$ cat src/shared/psc_pkg.sv
// What this block does
// - Latch all strap settings at every reset.
// - All address straps mode 1 give address zero.
// - Strap mode pairs decode to nine fixed addresses.
// - Error strap mode sets address bits 1 and 3.
// - Three strap bits select the host interface.
// - All-zero interface code reserved without SGMII variant.
// - Role strap 0 slave, 1 master.
// - Self-link strap 1 holds link until software release.
// - Writing 0 to hold bit releases link-up.
// - Clock-pin strap swaps clock and second indicator pins.
// - Indicator active level follows its own sampled strap.
// - Three indicators, functions chosen by indicator register.
package psc_pkg;

   // ===================================================
   // Timing
   localparam int CLK_PERIOD_NS = 25;
   localparam int STRAP_SETTLE_NS = 1000;
   localparam int STRAP_SETTLE_CYCLES = (STRAP_SETTLE_NS + CLK_PERIOD_NS - 1) / CLK_PERIOD_NS;

   // ===================================================
   // Register port and map
   localparam int REG_ADDR_W = 16;
   localparam int REG_DATA_W = 16;
   localparam logic [15:0] REG_RESTART = 16'h001f;
   localparam logic [15:0] REG_LINK_CTRL = 16'h018b;
   localparam logic [15:0] REG_LED_CFG = 16'h0450;
   localparam logic [15:0] REG_STRAP_STATUS = 16'h0470;
   localparam int RESTART_BIT = 15;
   localparam int LINK_HOLD_BIT = 6;
   localparam logic [15:0] LED_CFG_RESET = 16'h0510;

   // Indicator configuration fields, four bits each
   localparam int LED_SEL_W = 4;
   localparam int LED0_SEL_POS = 0;
   localparam int LED1_SEL_POS = 4;
   localparam int LED2_SEL_POS = 8;

   // Strap status word layout
   localparam int ST_ADDR_POS = 0;
   localparam int ST_HOSTIF_POS = 5;
   localparam int ST_ROLE_POS = 8;
   localparam int ST_MANAGED_POS = 9;
   localparam int ST_CLKPIN_POS = 10;
   localparam int ST_POL0_POS = 11;
   localparam int ST_POL6_POS = 12;
   localparam int ST_POL16_POS = 13;
   localparam int ST_RESERVED_POS = 14;

   // ===================================================
   // Encodings
   localparam logic [1:0] STRAP_MODE1 = 2'h0;
   localparam logic [1:0] STRAP_MODE2 = 2'h1;
   localparam logic [1:0] STRAP_MODE3 = 2'h2;
   localparam logic [2:0] HOST_IF_SGMII = 3'h0;
   localparam int ADDR_W = 5;

   typedef enum logic [3:0] {
      PSC_LED_LINK = 4'h0,
      PSC_LED_ACT = 4'h1,
      PSC_LED_LINK_ACT = 4'h2,
      PSC_LED_OFF = 4'h3,
      PSC_LED_ON = 4'h4,
      PSC_LED_CLOCK = 4'h5
   } psc_led_sel_t;

   typedef enum logic [0:0] {
      PSC_SETTLE = 1'b0,
      PSC_RUN = 1'b1
   } psc_state_t;

endpackage

$ cat src/rtl/psc_level_sync.sv
module psc_level_sync #(
   parameter int WIDTH = 1
) (
   // Clock and reset
   input wire logic clk,
   input wire logic sys_rst,
   // Pin levels in and out
   input wire logic [WIDTH-1:0] pinLevel,
   output logic [WIDTH-1:0] syncLevel
);

   logic [WIDTH-1:0] stage1_reg;

   // First stage feeds the second stage only
   always_ff @(posedge clk)
   begin
      if (sys_rst)
      begin
         stage1_reg <= '0;
         syncLevel <= '0;
      end
      else
      begin
         stage1_reg <= pinLevel;
         syncLevel <= stage1_reg;
      end
   end

endmodule

$ cat src/rtl/psc_strap_latch.sv
module psc_strap_latch #(
   parameter bit HAS_SGMII = 1'b1,
   parameter int SETTLE_CYCLES = psc_pkg::STRAP_SETTLE_CYCLES
) (
   // Clock and reset
   input wire logic clk,
   input wire logic sys_rst,
   // Register port
   input wire logic [psc_pkg::REG_ADDR_W-1:0] regAddr,
   input wire logic [psc_pkg::REG_DATA_W-1:0] regWrData,
   input wire logic regWrEn,
   input wire logic regRdEn,
   output logic [psc_pkg::REG_DATA_W-1:0] regRdData,
   // Three-level address straps, mode code per pin
   input wire logic [1:0] rxCtrlStrap,
   input wire logic [1:0] rxErrorStrap,
   // Two-level straps on receive data pins
   input wire logic [2:0] hostInterfaceStrap,
   input wire logic rxData3Strap,
   // Shared indicator and clock pins
   input wire logic indicator0PinIn,
   output logic indicator0PinOut,
   output logic indicator0PinOe,
   input wire logic indicator1PinIn,
   output logic indicator1PinOut,
   output logic indicator1PinOe,
   input wire logic clockOutputPinIn,
   output logic clockOutputPinOut,
   output logic clockOutputPinOe,
   // Link status from the rest of the device
   input wire logic linkUp,
   input wire logic linkActivity,
   // Latched configuration
   output logic [psc_pkg::ADDR_W-1:0] mgmtAddressBits,
   output logic [2:0] hostInterfaceSelect,
   output logic hostInterfaceReserved,
   output logic masterSlaveRole,
   output logic clockPinSelect,
   output logic linkStartEnable,
   output logic strapsValid
);

   localparam int CNT_W = $clog2(SETTLE_CYCLES + 1);
   localparam logic [CNT_W-1:0] SETTLE_LAST = CNT_W'(SETTLE_CYCLES - 1);

   // ===================================================
   // Functions
   // Mode to {high bit, low bit} of an address pair; illegal code reads as mode 1
   function automatic logic [1:0] modeToBits(input logic [1:0] mode);
      logic [1:0] bits;
      bits = 2'h0;
      if (mode == psc_pkg::STRAP_MODE2)
         bits = 2'h2;
      else if (mode == psc_pkg::STRAP_MODE3)
         bits = 2'h3;
      return bits;
   endfunction

   // Level for one pin; polarity inverts indicator drive but never the clock
   function automatic logic pinDrive(input logic [3:0] sel, input logic pol,
                                     input logic link, input logic act,
                                     input logic clkTog);
      logic on;
      on = 1'b0;
      unique case (psc_pkg::psc_led_sel_t'(sel))
         psc_pkg::PSC_LED_LINK: on = link;
         psc_pkg::PSC_LED_ACT: on = act;
         psc_pkg::PSC_LED_LINK_ACT: on = link | act;
         psc_pkg::PSC_LED_OFF: on = 1'b0;
         psc_pkg::PSC_LED_ON: on = 1'b1;
         psc_pkg::PSC_LED_CLOCK: on = clkTog;
         default: on = 1'b0;
      endcase
      return (sel == psc_pkg::PSC_LED_CLOCK) ? on : (on ^ pol);
   endfunction

   // ===================================================
   // Pin synchronisers
   logic [10:0] syncVec;
   logic [1:0] sCtrl;
   logic [1:0] sErr;
   logic [2:0] sHostIf;
   logic sRxD3;
   logic sPin0;
   logic sPin6;
   logic sPin16;

   psc_level_sync #(
      .WIDTH(11)
   ) u_sync (
      .clk(clk),
      .sys_rst(sys_rst),
      .pinLevel({rxCtrlStrap, rxErrorStrap, hostInterfaceStrap, rxData3Strap,
                 indicator0PinIn, indicator1PinIn, clockOutputPinIn}),
      .syncLevel(syncVec)
   );

   assign sCtrl = syncVec[10:9];
   assign sErr = syncVec[8:7];
   assign sHostIf = syncVec[6:4];
   assign sRxD3 = syncVec[3];
   assign sPin0 = syncVec[2];
   assign sPin6 = syncVec[1];
   assign sPin16 = syncVec[0];

   // ===================================================
   // Strap decode
   logic [1:0] ctrlBits;
   logic [1:0] errBits;
   logic [psc_pkg::ADDR_W-1:0] addrDecoded;
   logic managedStrap;
   logic reservedCode;

   assign ctrlBits = modeToBits(sCtrl);
   assign errBits = modeToBits(sErr);
   // Both straps in mode 1 fall out as address zero
   assign addrDecoded = {1'b0, errBits[1], ctrlBits[1], errBits[0], ctrlBits[0]};
   // Self-link strap follows the pin that carries the second indicator
   assign managedStrap = sRxD3 ? sPin16 : sPin6;
   assign reservedCode = !HAS_SGMII && (sHostIf == psc_pkg::HOST_IF_SGMII);

   // ===================================================
   // Sequencer
   psc_pkg::psc_state_t state_reg;
   psc_pkg::psc_state_t state_next;
   logic [CNT_W-1:0] settleCnt_reg;
   logic restartWr;
   logic latchNow;

   assign restartWr = regWrEn && (regAddr == psc_pkg::REG_RESTART)
                      && regWrData[psc_pkg::RESTART_BIT];
   // Straps are taken only once the pins have settled and passed the synchroniser
   assign latchNow = (state_reg == psc_pkg::PSC_SETTLE) && (settleCnt_reg == SETTLE_LAST);

   always_comb
   begin
      state_next = state_reg;
      unique case (state_reg)
         psc_pkg::PSC_SETTLE:
            if (latchNow)
               state_next = psc_pkg::PSC_RUN;
         psc_pkg::PSC_RUN:
            if (restartWr)
               state_next = psc_pkg::PSC_SETTLE;
      endcase
   end

   always_ff @(posedge clk)
   begin
      if (sys_rst || restartWr)
         settleCnt_reg <= '0;
      else if (state_reg == psc_pkg::PSC_SETTLE && !latchNow)
         settleCnt_reg <= settleCnt_reg + CNT_W'(1);
   end

   always_ff @(posedge clk)
   begin
      if (sys_rst)
         state_reg <= psc_pkg::PSC_SETTLE;
      else
         state_reg <= state_next;
   end

   // ===================================================
   // Latched straps, loaded only at the end of a settle window
   logic pol0_reg;
   logic pol6_reg;
   logic pol16_reg;

   always_ff @(posedge clk)
   begin
      if (sys_rst)
      begin
         mgmtAddressBits <= '0;
         hostInterfaceSelect <= '0;
         hostInterfaceReserved <= 1'b0;
         masterSlaveRole <= 1'b0;
         clockPinSelect <= 1'b0;
         pol0_reg <= 1'b0;
         pol6_reg <= 1'b0;
         pol16_reg <= 1'b0;
      end
      else if (latchNow)
      begin
         mgmtAddressBits <= addrDecoded;
         hostInterfaceSelect <= sHostIf;
         hostInterfaceReserved <= reservedCode;
         masterSlaveRole <= sPin0;
         clockPinSelect <= sRxD3;
         pol0_reg <= sPin0;
         pol6_reg <= sPin6;
         pol16_reg <= sPin16;
      end
   end

   // ===================================================
   // Registers
   logic linkHold_reg;
   logic [psc_pkg::REG_DATA_W-1:0] ledCfg_reg;
   logic wrLinkCtrl;
   logic wrLedCfg;

   assign wrLinkCtrl = regWrEn && (regAddr == psc_pkg::REG_LINK_CTRL);
   assign wrLedCfg = regWrEn && (regAddr == psc_pkg::REG_LED_CFG);

   // Hold bit is preset from the self-link strap and cleared by software
   always_ff @(posedge clk)
   begin
      if (sys_rst)
         linkHold_reg <= 1'b1;
      else if (latchNow)
         linkHold_reg <= managedStrap;
      else if (wrLinkCtrl)
         linkHold_reg <= regWrData[psc_pkg::LINK_HOLD_BIT];
   end

   always_ff @(posedge clk)
   begin
      if (sys_rst)
         ledCfg_reg <= psc_pkg::LED_CFG_RESET;
      else if (wrLedCfg)
         ledCfg_reg <= regWrData;
   end

   // Link start waits for the straps, then for the hold bit to drop
   always_ff @(posedge clk)
   begin
      if (sys_rst)
         linkStartEnable <= 1'b0;
      else
         linkStartEnable <= (state_next == psc_pkg::PSC_RUN) && !linkHold_reg
                            && !(latchNow && managedStrap);
   end

   always_ff @(posedge clk)
   begin
      if (sys_rst)
         strapsValid <= 1'b0;
      else
         strapsValid <= (state_next == psc_pkg::PSC_RUN);
   end

   // ===================================================
   // Read path; data stands one cycle after each read-enable cycle, else zero
   logic [psc_pkg::REG_DATA_W-1:0] statusWord;
   logic [psc_pkg::REG_DATA_W-1:0] linkCtrlWord;
   logic [psc_pkg::REG_DATA_W-1:0] rdMux;

   always_comb
   begin
      statusWord = '0;
      statusWord[psc_pkg::ST_ADDR_POS +: psc_pkg::ADDR_W] = mgmtAddressBits;
      statusWord[psc_pkg::ST_HOSTIF_POS +: 3] = hostInterfaceSelect;
      statusWord[psc_pkg::ST_ROLE_POS] = masterSlaveRole;
      statusWord[psc_pkg::ST_MANAGED_POS] = linkHold_reg;
      statusWord[psc_pkg::ST_CLKPIN_POS] = clockPinSelect;
      statusWord[psc_pkg::ST_POL0_POS] = pol0_reg;
      statusWord[psc_pkg::ST_POL6_POS] = pol6_reg;
      statusWord[psc_pkg::ST_POL16_POS] = pol16_reg;
      statusWord[psc_pkg::ST_RESERVED_POS] = hostInterfaceReserved;
      linkCtrlWord = '0;
      linkCtrlWord[psc_pkg::LINK_HOLD_BIT] = linkHold_reg;
   end

   assign rdMux = (regAddr == psc_pkg::REG_LINK_CTRL) ? linkCtrlWord :
                  (regAddr == psc_pkg::REG_LED_CFG) ? ledCfg_reg :
                  (regAddr == psc_pkg::REG_STRAP_STATUS) ? statusWord : '0;

   always_ff @(posedge clk)
   begin
      if (sys_rst || !regRdEn)
         regRdData <= '0;
      else
         regRdData <= rdMux;
   end

   // ===================================================
   // Indicator and clock pins
   logic [3:0] led0Sel;
   logic [3:0] led1Sel;
   logic [3:0] led2Sel;
   logic clkTog_reg;
   logic drive0;
   logic drive6;
   logic drive16;
   logic pinsActive;

   assign led0Sel = ledCfg_reg[psc_pkg::LED0_SEL_POS +: psc_pkg::LED_SEL_W];
   assign led1Sel = ledCfg_reg[psc_pkg::LED1_SEL_POS +: psc_pkg::LED_SEL_W];
   assign led2Sel = ledCfg_reg[psc_pkg::LED2_SEL_POS +: psc_pkg::LED_SEL_W];
   // Pins stay undriven while straps settle so the board resistors set the level
   assign pinsActive = (state_next == psc_pkg::PSC_RUN);

   assign drive0 = pinDrive(led0Sel, pol0_reg, linkUp, linkActivity, clkTog_reg);
   assign drive6 = clockPinSelect ?
                   pinDrive(led2Sel, pol6_reg, linkUp, linkActivity, clkTog_reg) :
                   pinDrive(led1Sel, pol6_reg, linkUp, linkActivity, clkTog_reg);
   assign drive16 = clockPinSelect ?
                    pinDrive(led1Sel, pol16_reg, linkUp, linkActivity, clkTog_reg) :
                    pinDrive(led2Sel, pol16_reg, linkUp, linkActivity, clkTog_reg);

   // Clock output runs at half the system clock
   always_ff @(posedge clk)
   begin
      if (sys_rst)
         clkTog_reg <= 1'b0;
      else
         clkTog_reg <= pinsActive && !clkTog_reg;
   end

   always_ff @(posedge clk)
   begin
      if (sys_rst)
      begin
         indicator0PinOut <= 1'b0;
         indicator1PinOut <= 1'b0;
         clockOutputPinOut <= 1'b0;
         indicator0PinOe <= 1'b0;
         indicator1PinOe <= 1'b0;
         clockOutputPinOe <= 1'b0;
      end
      else
      begin
         indicator0PinOut <= drive0;
         indicator1PinOut <= drive6;
         clockOutputPinOut <= drive16;
         indicator0PinOe <= pinsActive;
         indicator1PinOe <= pinsActive;
         clockOutputPinOe <= pinsActive;
      end
   end

endmodule

$ cat config.mk
export PLATFORM = sky130hd
export DESIGN_NAME = psc_strap_latch
export DESIGN_NICKNAME = d
export VERILOG_FILES = /design/src/shared/psc_pkg.sv /design/src/rtl/psc_level_sync.sv /design/src/rtl/psc_strap_latch.sv
export SDC_FILE = /design/constraint.sdc
export NUM_CORES = 1
export LEC_CHECK = 0
export BUFFER_PORTS_ARGS = -buffer_cell sky130_fd_sc_hd__clkbuf_2
export CAP_MARGIN = 10
export CORE_MARGIN = 4
export CORE_UTILIZATION = 55
export DETAILED_ROUTE_END_ITERATION = 16
export GPL_ROUTABILITY_DRIVEN = 1
export MAX_ROUTING_LAYER = met4
export PLACE_DENSITY = 0.83
export SLEW_MARGIN = 5
export SYNTH_ARGS = -nofsm -noshare
export SYNTH_HDL_FRONTEND = slang
export SYNTH_HIERARCHICAL = 1
export SYNTH_SLANG_ARGS = --single-unit
$ cat constraint.sdc
create_clock -name clk -period 3.8 [get_ports clk]
set_clock_uncertainty 0.2 [all_clocks]
set_input_delay 0.57 -clock clk [delete_from_list [all_inputs] [get_ports clk]]
set_output_delay 0.57 -clock clk [all_outputs]
set_load 0.03 [all_outputs]
==> reports/qor.yml <==
synth.top_cell.area_share: 0.498
ff2ff_path_depth: 5
placement_rows: 27
path_cells: "clkbuf_2 -> or4_1 -> or4_4 -> nor4_4 -> buf_4 -> mux2i_1 -> nor2_1"
path_class: "in -> reg"
die_w_um: 83.5
avgSynthCellArea_um2: 10.1
ys_seq_area_frac: 0.498
synth_area_leader_cell: "dfxtp_1"
max-slew-margin-rel: 0.450
grt_antenna_before_repair: 0
wl_mm: 6.47
power.density_nw_per_um2: 413
crit_fanout: 19
gp_congestion: 0.899
postCtsResizedCells: 0
synthAdderAreaFrac: 0.0120
wire_per_inst_um: 13.9
critPathLaunch: "regAddr[11]"
first_pass_iters: 4
synthArstFlopShare: 0
arrival_ns: 2.50
synth_edf_count: 0
cts_sinks: 78
synth-main-ff-cell: "dfxtp_1"
rsz0062_at_grt: "no"
vias: 2460
hold-path-cell-count: 2
overflow: 0
nets: 444
cts_hold_buffers: 0
vias_per_cell: 5.28
ys_warn_count: 6
cp_slowest_stage_delay_ns: 0.55
worst_pin_slew_ns: 0.824
io_buffer_count: 81
finalHoldViolations: 0
grt_pass1_wl_mm: 11.3
yosys-top-cells-area: "dfxtp_1, mux2i_1, nor2_1"
cts_setup_buffers: 0
final.min_clock_period_ns: 2.51
numCtsBuffers: 9
synth-compound-area-share: 0.100
reg2reg_from: "clkTog_reg$_SDFF_PP0_"
cp_data_required_time_ns: 3.79
synthXorXnorAreaFrac: 0.0140
synthesis.area_um2: 3140
layout-drive-gt1-share: 0.307
yosysUniqueCellTypes: 54
synthSimpleGateAreaFrac: 0.240
hp-class: "in -> reg"
peakVddDrop_mv: 0.308
synth.area.mux_share: 0.0833
antenna_cells: 0
htreeDepth: 3
drc_errors: 0
antenna_left: 0
setup_violations: 0
io_pins: 84
grt_use_total: 0.202
initial_core_util: 0.570
min-delay-start: "rxCtrlStrap[0]"
dieHeight_um: 83.5
timing.final.crit_share: 0.661
fmax_mhz: 398
cts_max_path_buffers: 2
syn_inst: 311
drv_cap: 0
coreArea_um2: 5510
setup_tns_ns: 0
grt_max_degree: 38
critPathSlowestCell: "or4_4"
initialDrtViolationCount: 145
slew_violations: 0
grt_pass1_vias: 2424
n_fill_cell: 432
startpoint_type: "input port"
root_buffer: "clkbuf_8"
status: "complete, no violations"
clk_pin_slew_ns: 0.07
cts_tree: "built"
critPathCaptureType: "flop"
p_total_uw: 1550
synth_top_family_by_area: "simple AND/OR/NAND/NOR gates"
p_leak_uw: 0.00158
insertion_delay_ns: 0.34
die-area_um2: 6980
synth_seq_cells: 78
dp_hpwl_mm: 4.78
area_delta_synth_final_pct: 19.6
-- per-stage QoR --
stage / std cells / util / worst slack (ns) / area (µm²) / hold slack [ns]
floorplan: 312 / - / 1.16 / 3140 / 0.211
global placement: 453 / 0.645 / 1.03 / 3550 / 0.218
detailed placement: 453 / 0.645 / 0.937 / 3550 / 0.222
CTS: 466 / 0.681 / 1.29 / 3750 / 0.234
global route: 466 / 0.681 / 1.20 / 3750 / 0.223
finish: 466 / 0.681 / 1.29 / 3750 / 0.235
-- cells in the final DEF, fill, tap and decap left out, drive strengths merged, types with 5 or more instances in the layout --
cell type	instances
a22oi	11
buf	6
dfxtp	78
nor3	8
nor2b	24
mux2i	25
a21oi	6
nor2	51
nand2	5
clkbuf	90
inv	9
-- worst paths after layout --
| kind | slack [ns] | endpoint |
|---|---|---|
| worst max-delay path | 1.29 | ledCfg_reg[14]$_SDFFE_PP0P_ |
| worst min-delay path | 0.24 | u_sync/stage1_reg[9]$_SDFF_PP0_ |
| worst max register to register | 1.91 | clockOutputPinOut$_SDFF_PP0_ |
| worst min register to register | 0.24 | u_sync/syncLevel[8]$_SDFF_PP0_ |
-- worst max-delay path, delay by kind of cell --
family / cells / cell delay, ns
buf+inv: 2 / 0.40
mux: 1 / 0.24
simple gates: 4 / 1.28
-- logic make-up after synthesis --
| group | Yosys count |
|---|---|
| AOI/OAI and AO/OA | 43 |
| other | 1 |
| buffers and inverters | 27 |
| adders and majority gates | 3 |
| muxes | 26 |
| DFF | 78 |
| and+or+nand+nor | 128 |
| xor gates and xnor gates | 5 |
-- area by class of cell --
class,count,area (µm²),share of cell area
sequential,78,1560,0.416
multi-input combinational,207,1420,0.378
timing repair buffer,87,450,0.120
clock buffer,9,124,0.0330
tap,72,90.1,0.0240
clock inverter,4,75.1,0.0200
inverter,9,33.8,0.00900
-- where the power goes --
group | leakage [µW] | total [µW] | internal [µW] | switching [µW]
sequential | 0.000634 | 838 | 832 | 5.62
combinational | 0.000851 | 83.1 | 39.8 | 43.3
clock | 0.0000933 | 630 | 359 | 271
total | 0.00158 | 1550 | 1230 | 320
-- synthesized netlist by cell type, types with 2 or more instances --
cell type / n
dfxtp_1: 78
nor2_1: 51
mux2i_1: 25
nor2b_2: 15
a22oi_1: 11
inv_1: 9
nor2b_1: 9
nor3_1: 7
a21oi_1: 6
clkbuf_1: 6
buf_4: 5
nand2_1: 5
a211oi_1: 4
nand3b_1: 4
o21bai_1: 4
or3_1: 4
xor2_1: 4
and2_1: 3
buf_2: 3
buf_6: 3
ha_1: 3
nand2b_1: 3
nand3_1: 3
nand4b_1: 3
nor3b_1: 3
nor4_1: 3
o21ai_0: 3
a211o_1: 2
a21o_1: 2
a221oi_1: 2
a32oi_1: 2
and2b_1: 2
nor4bb_1: 2
o221ai_1: 2
-- layer usage --
metal / routed length [µm] / track usage / vias to the layer above
met5: 0 / - / -
met4: 129 / 0.0775 / 0
met3: 407 / 0.0454 / 16
met2: 3200 / 0.324 / 83
met1: 2740 / 0.249 / 1129
li1: - / - / 1232
(Power assumes the default switching activity.)
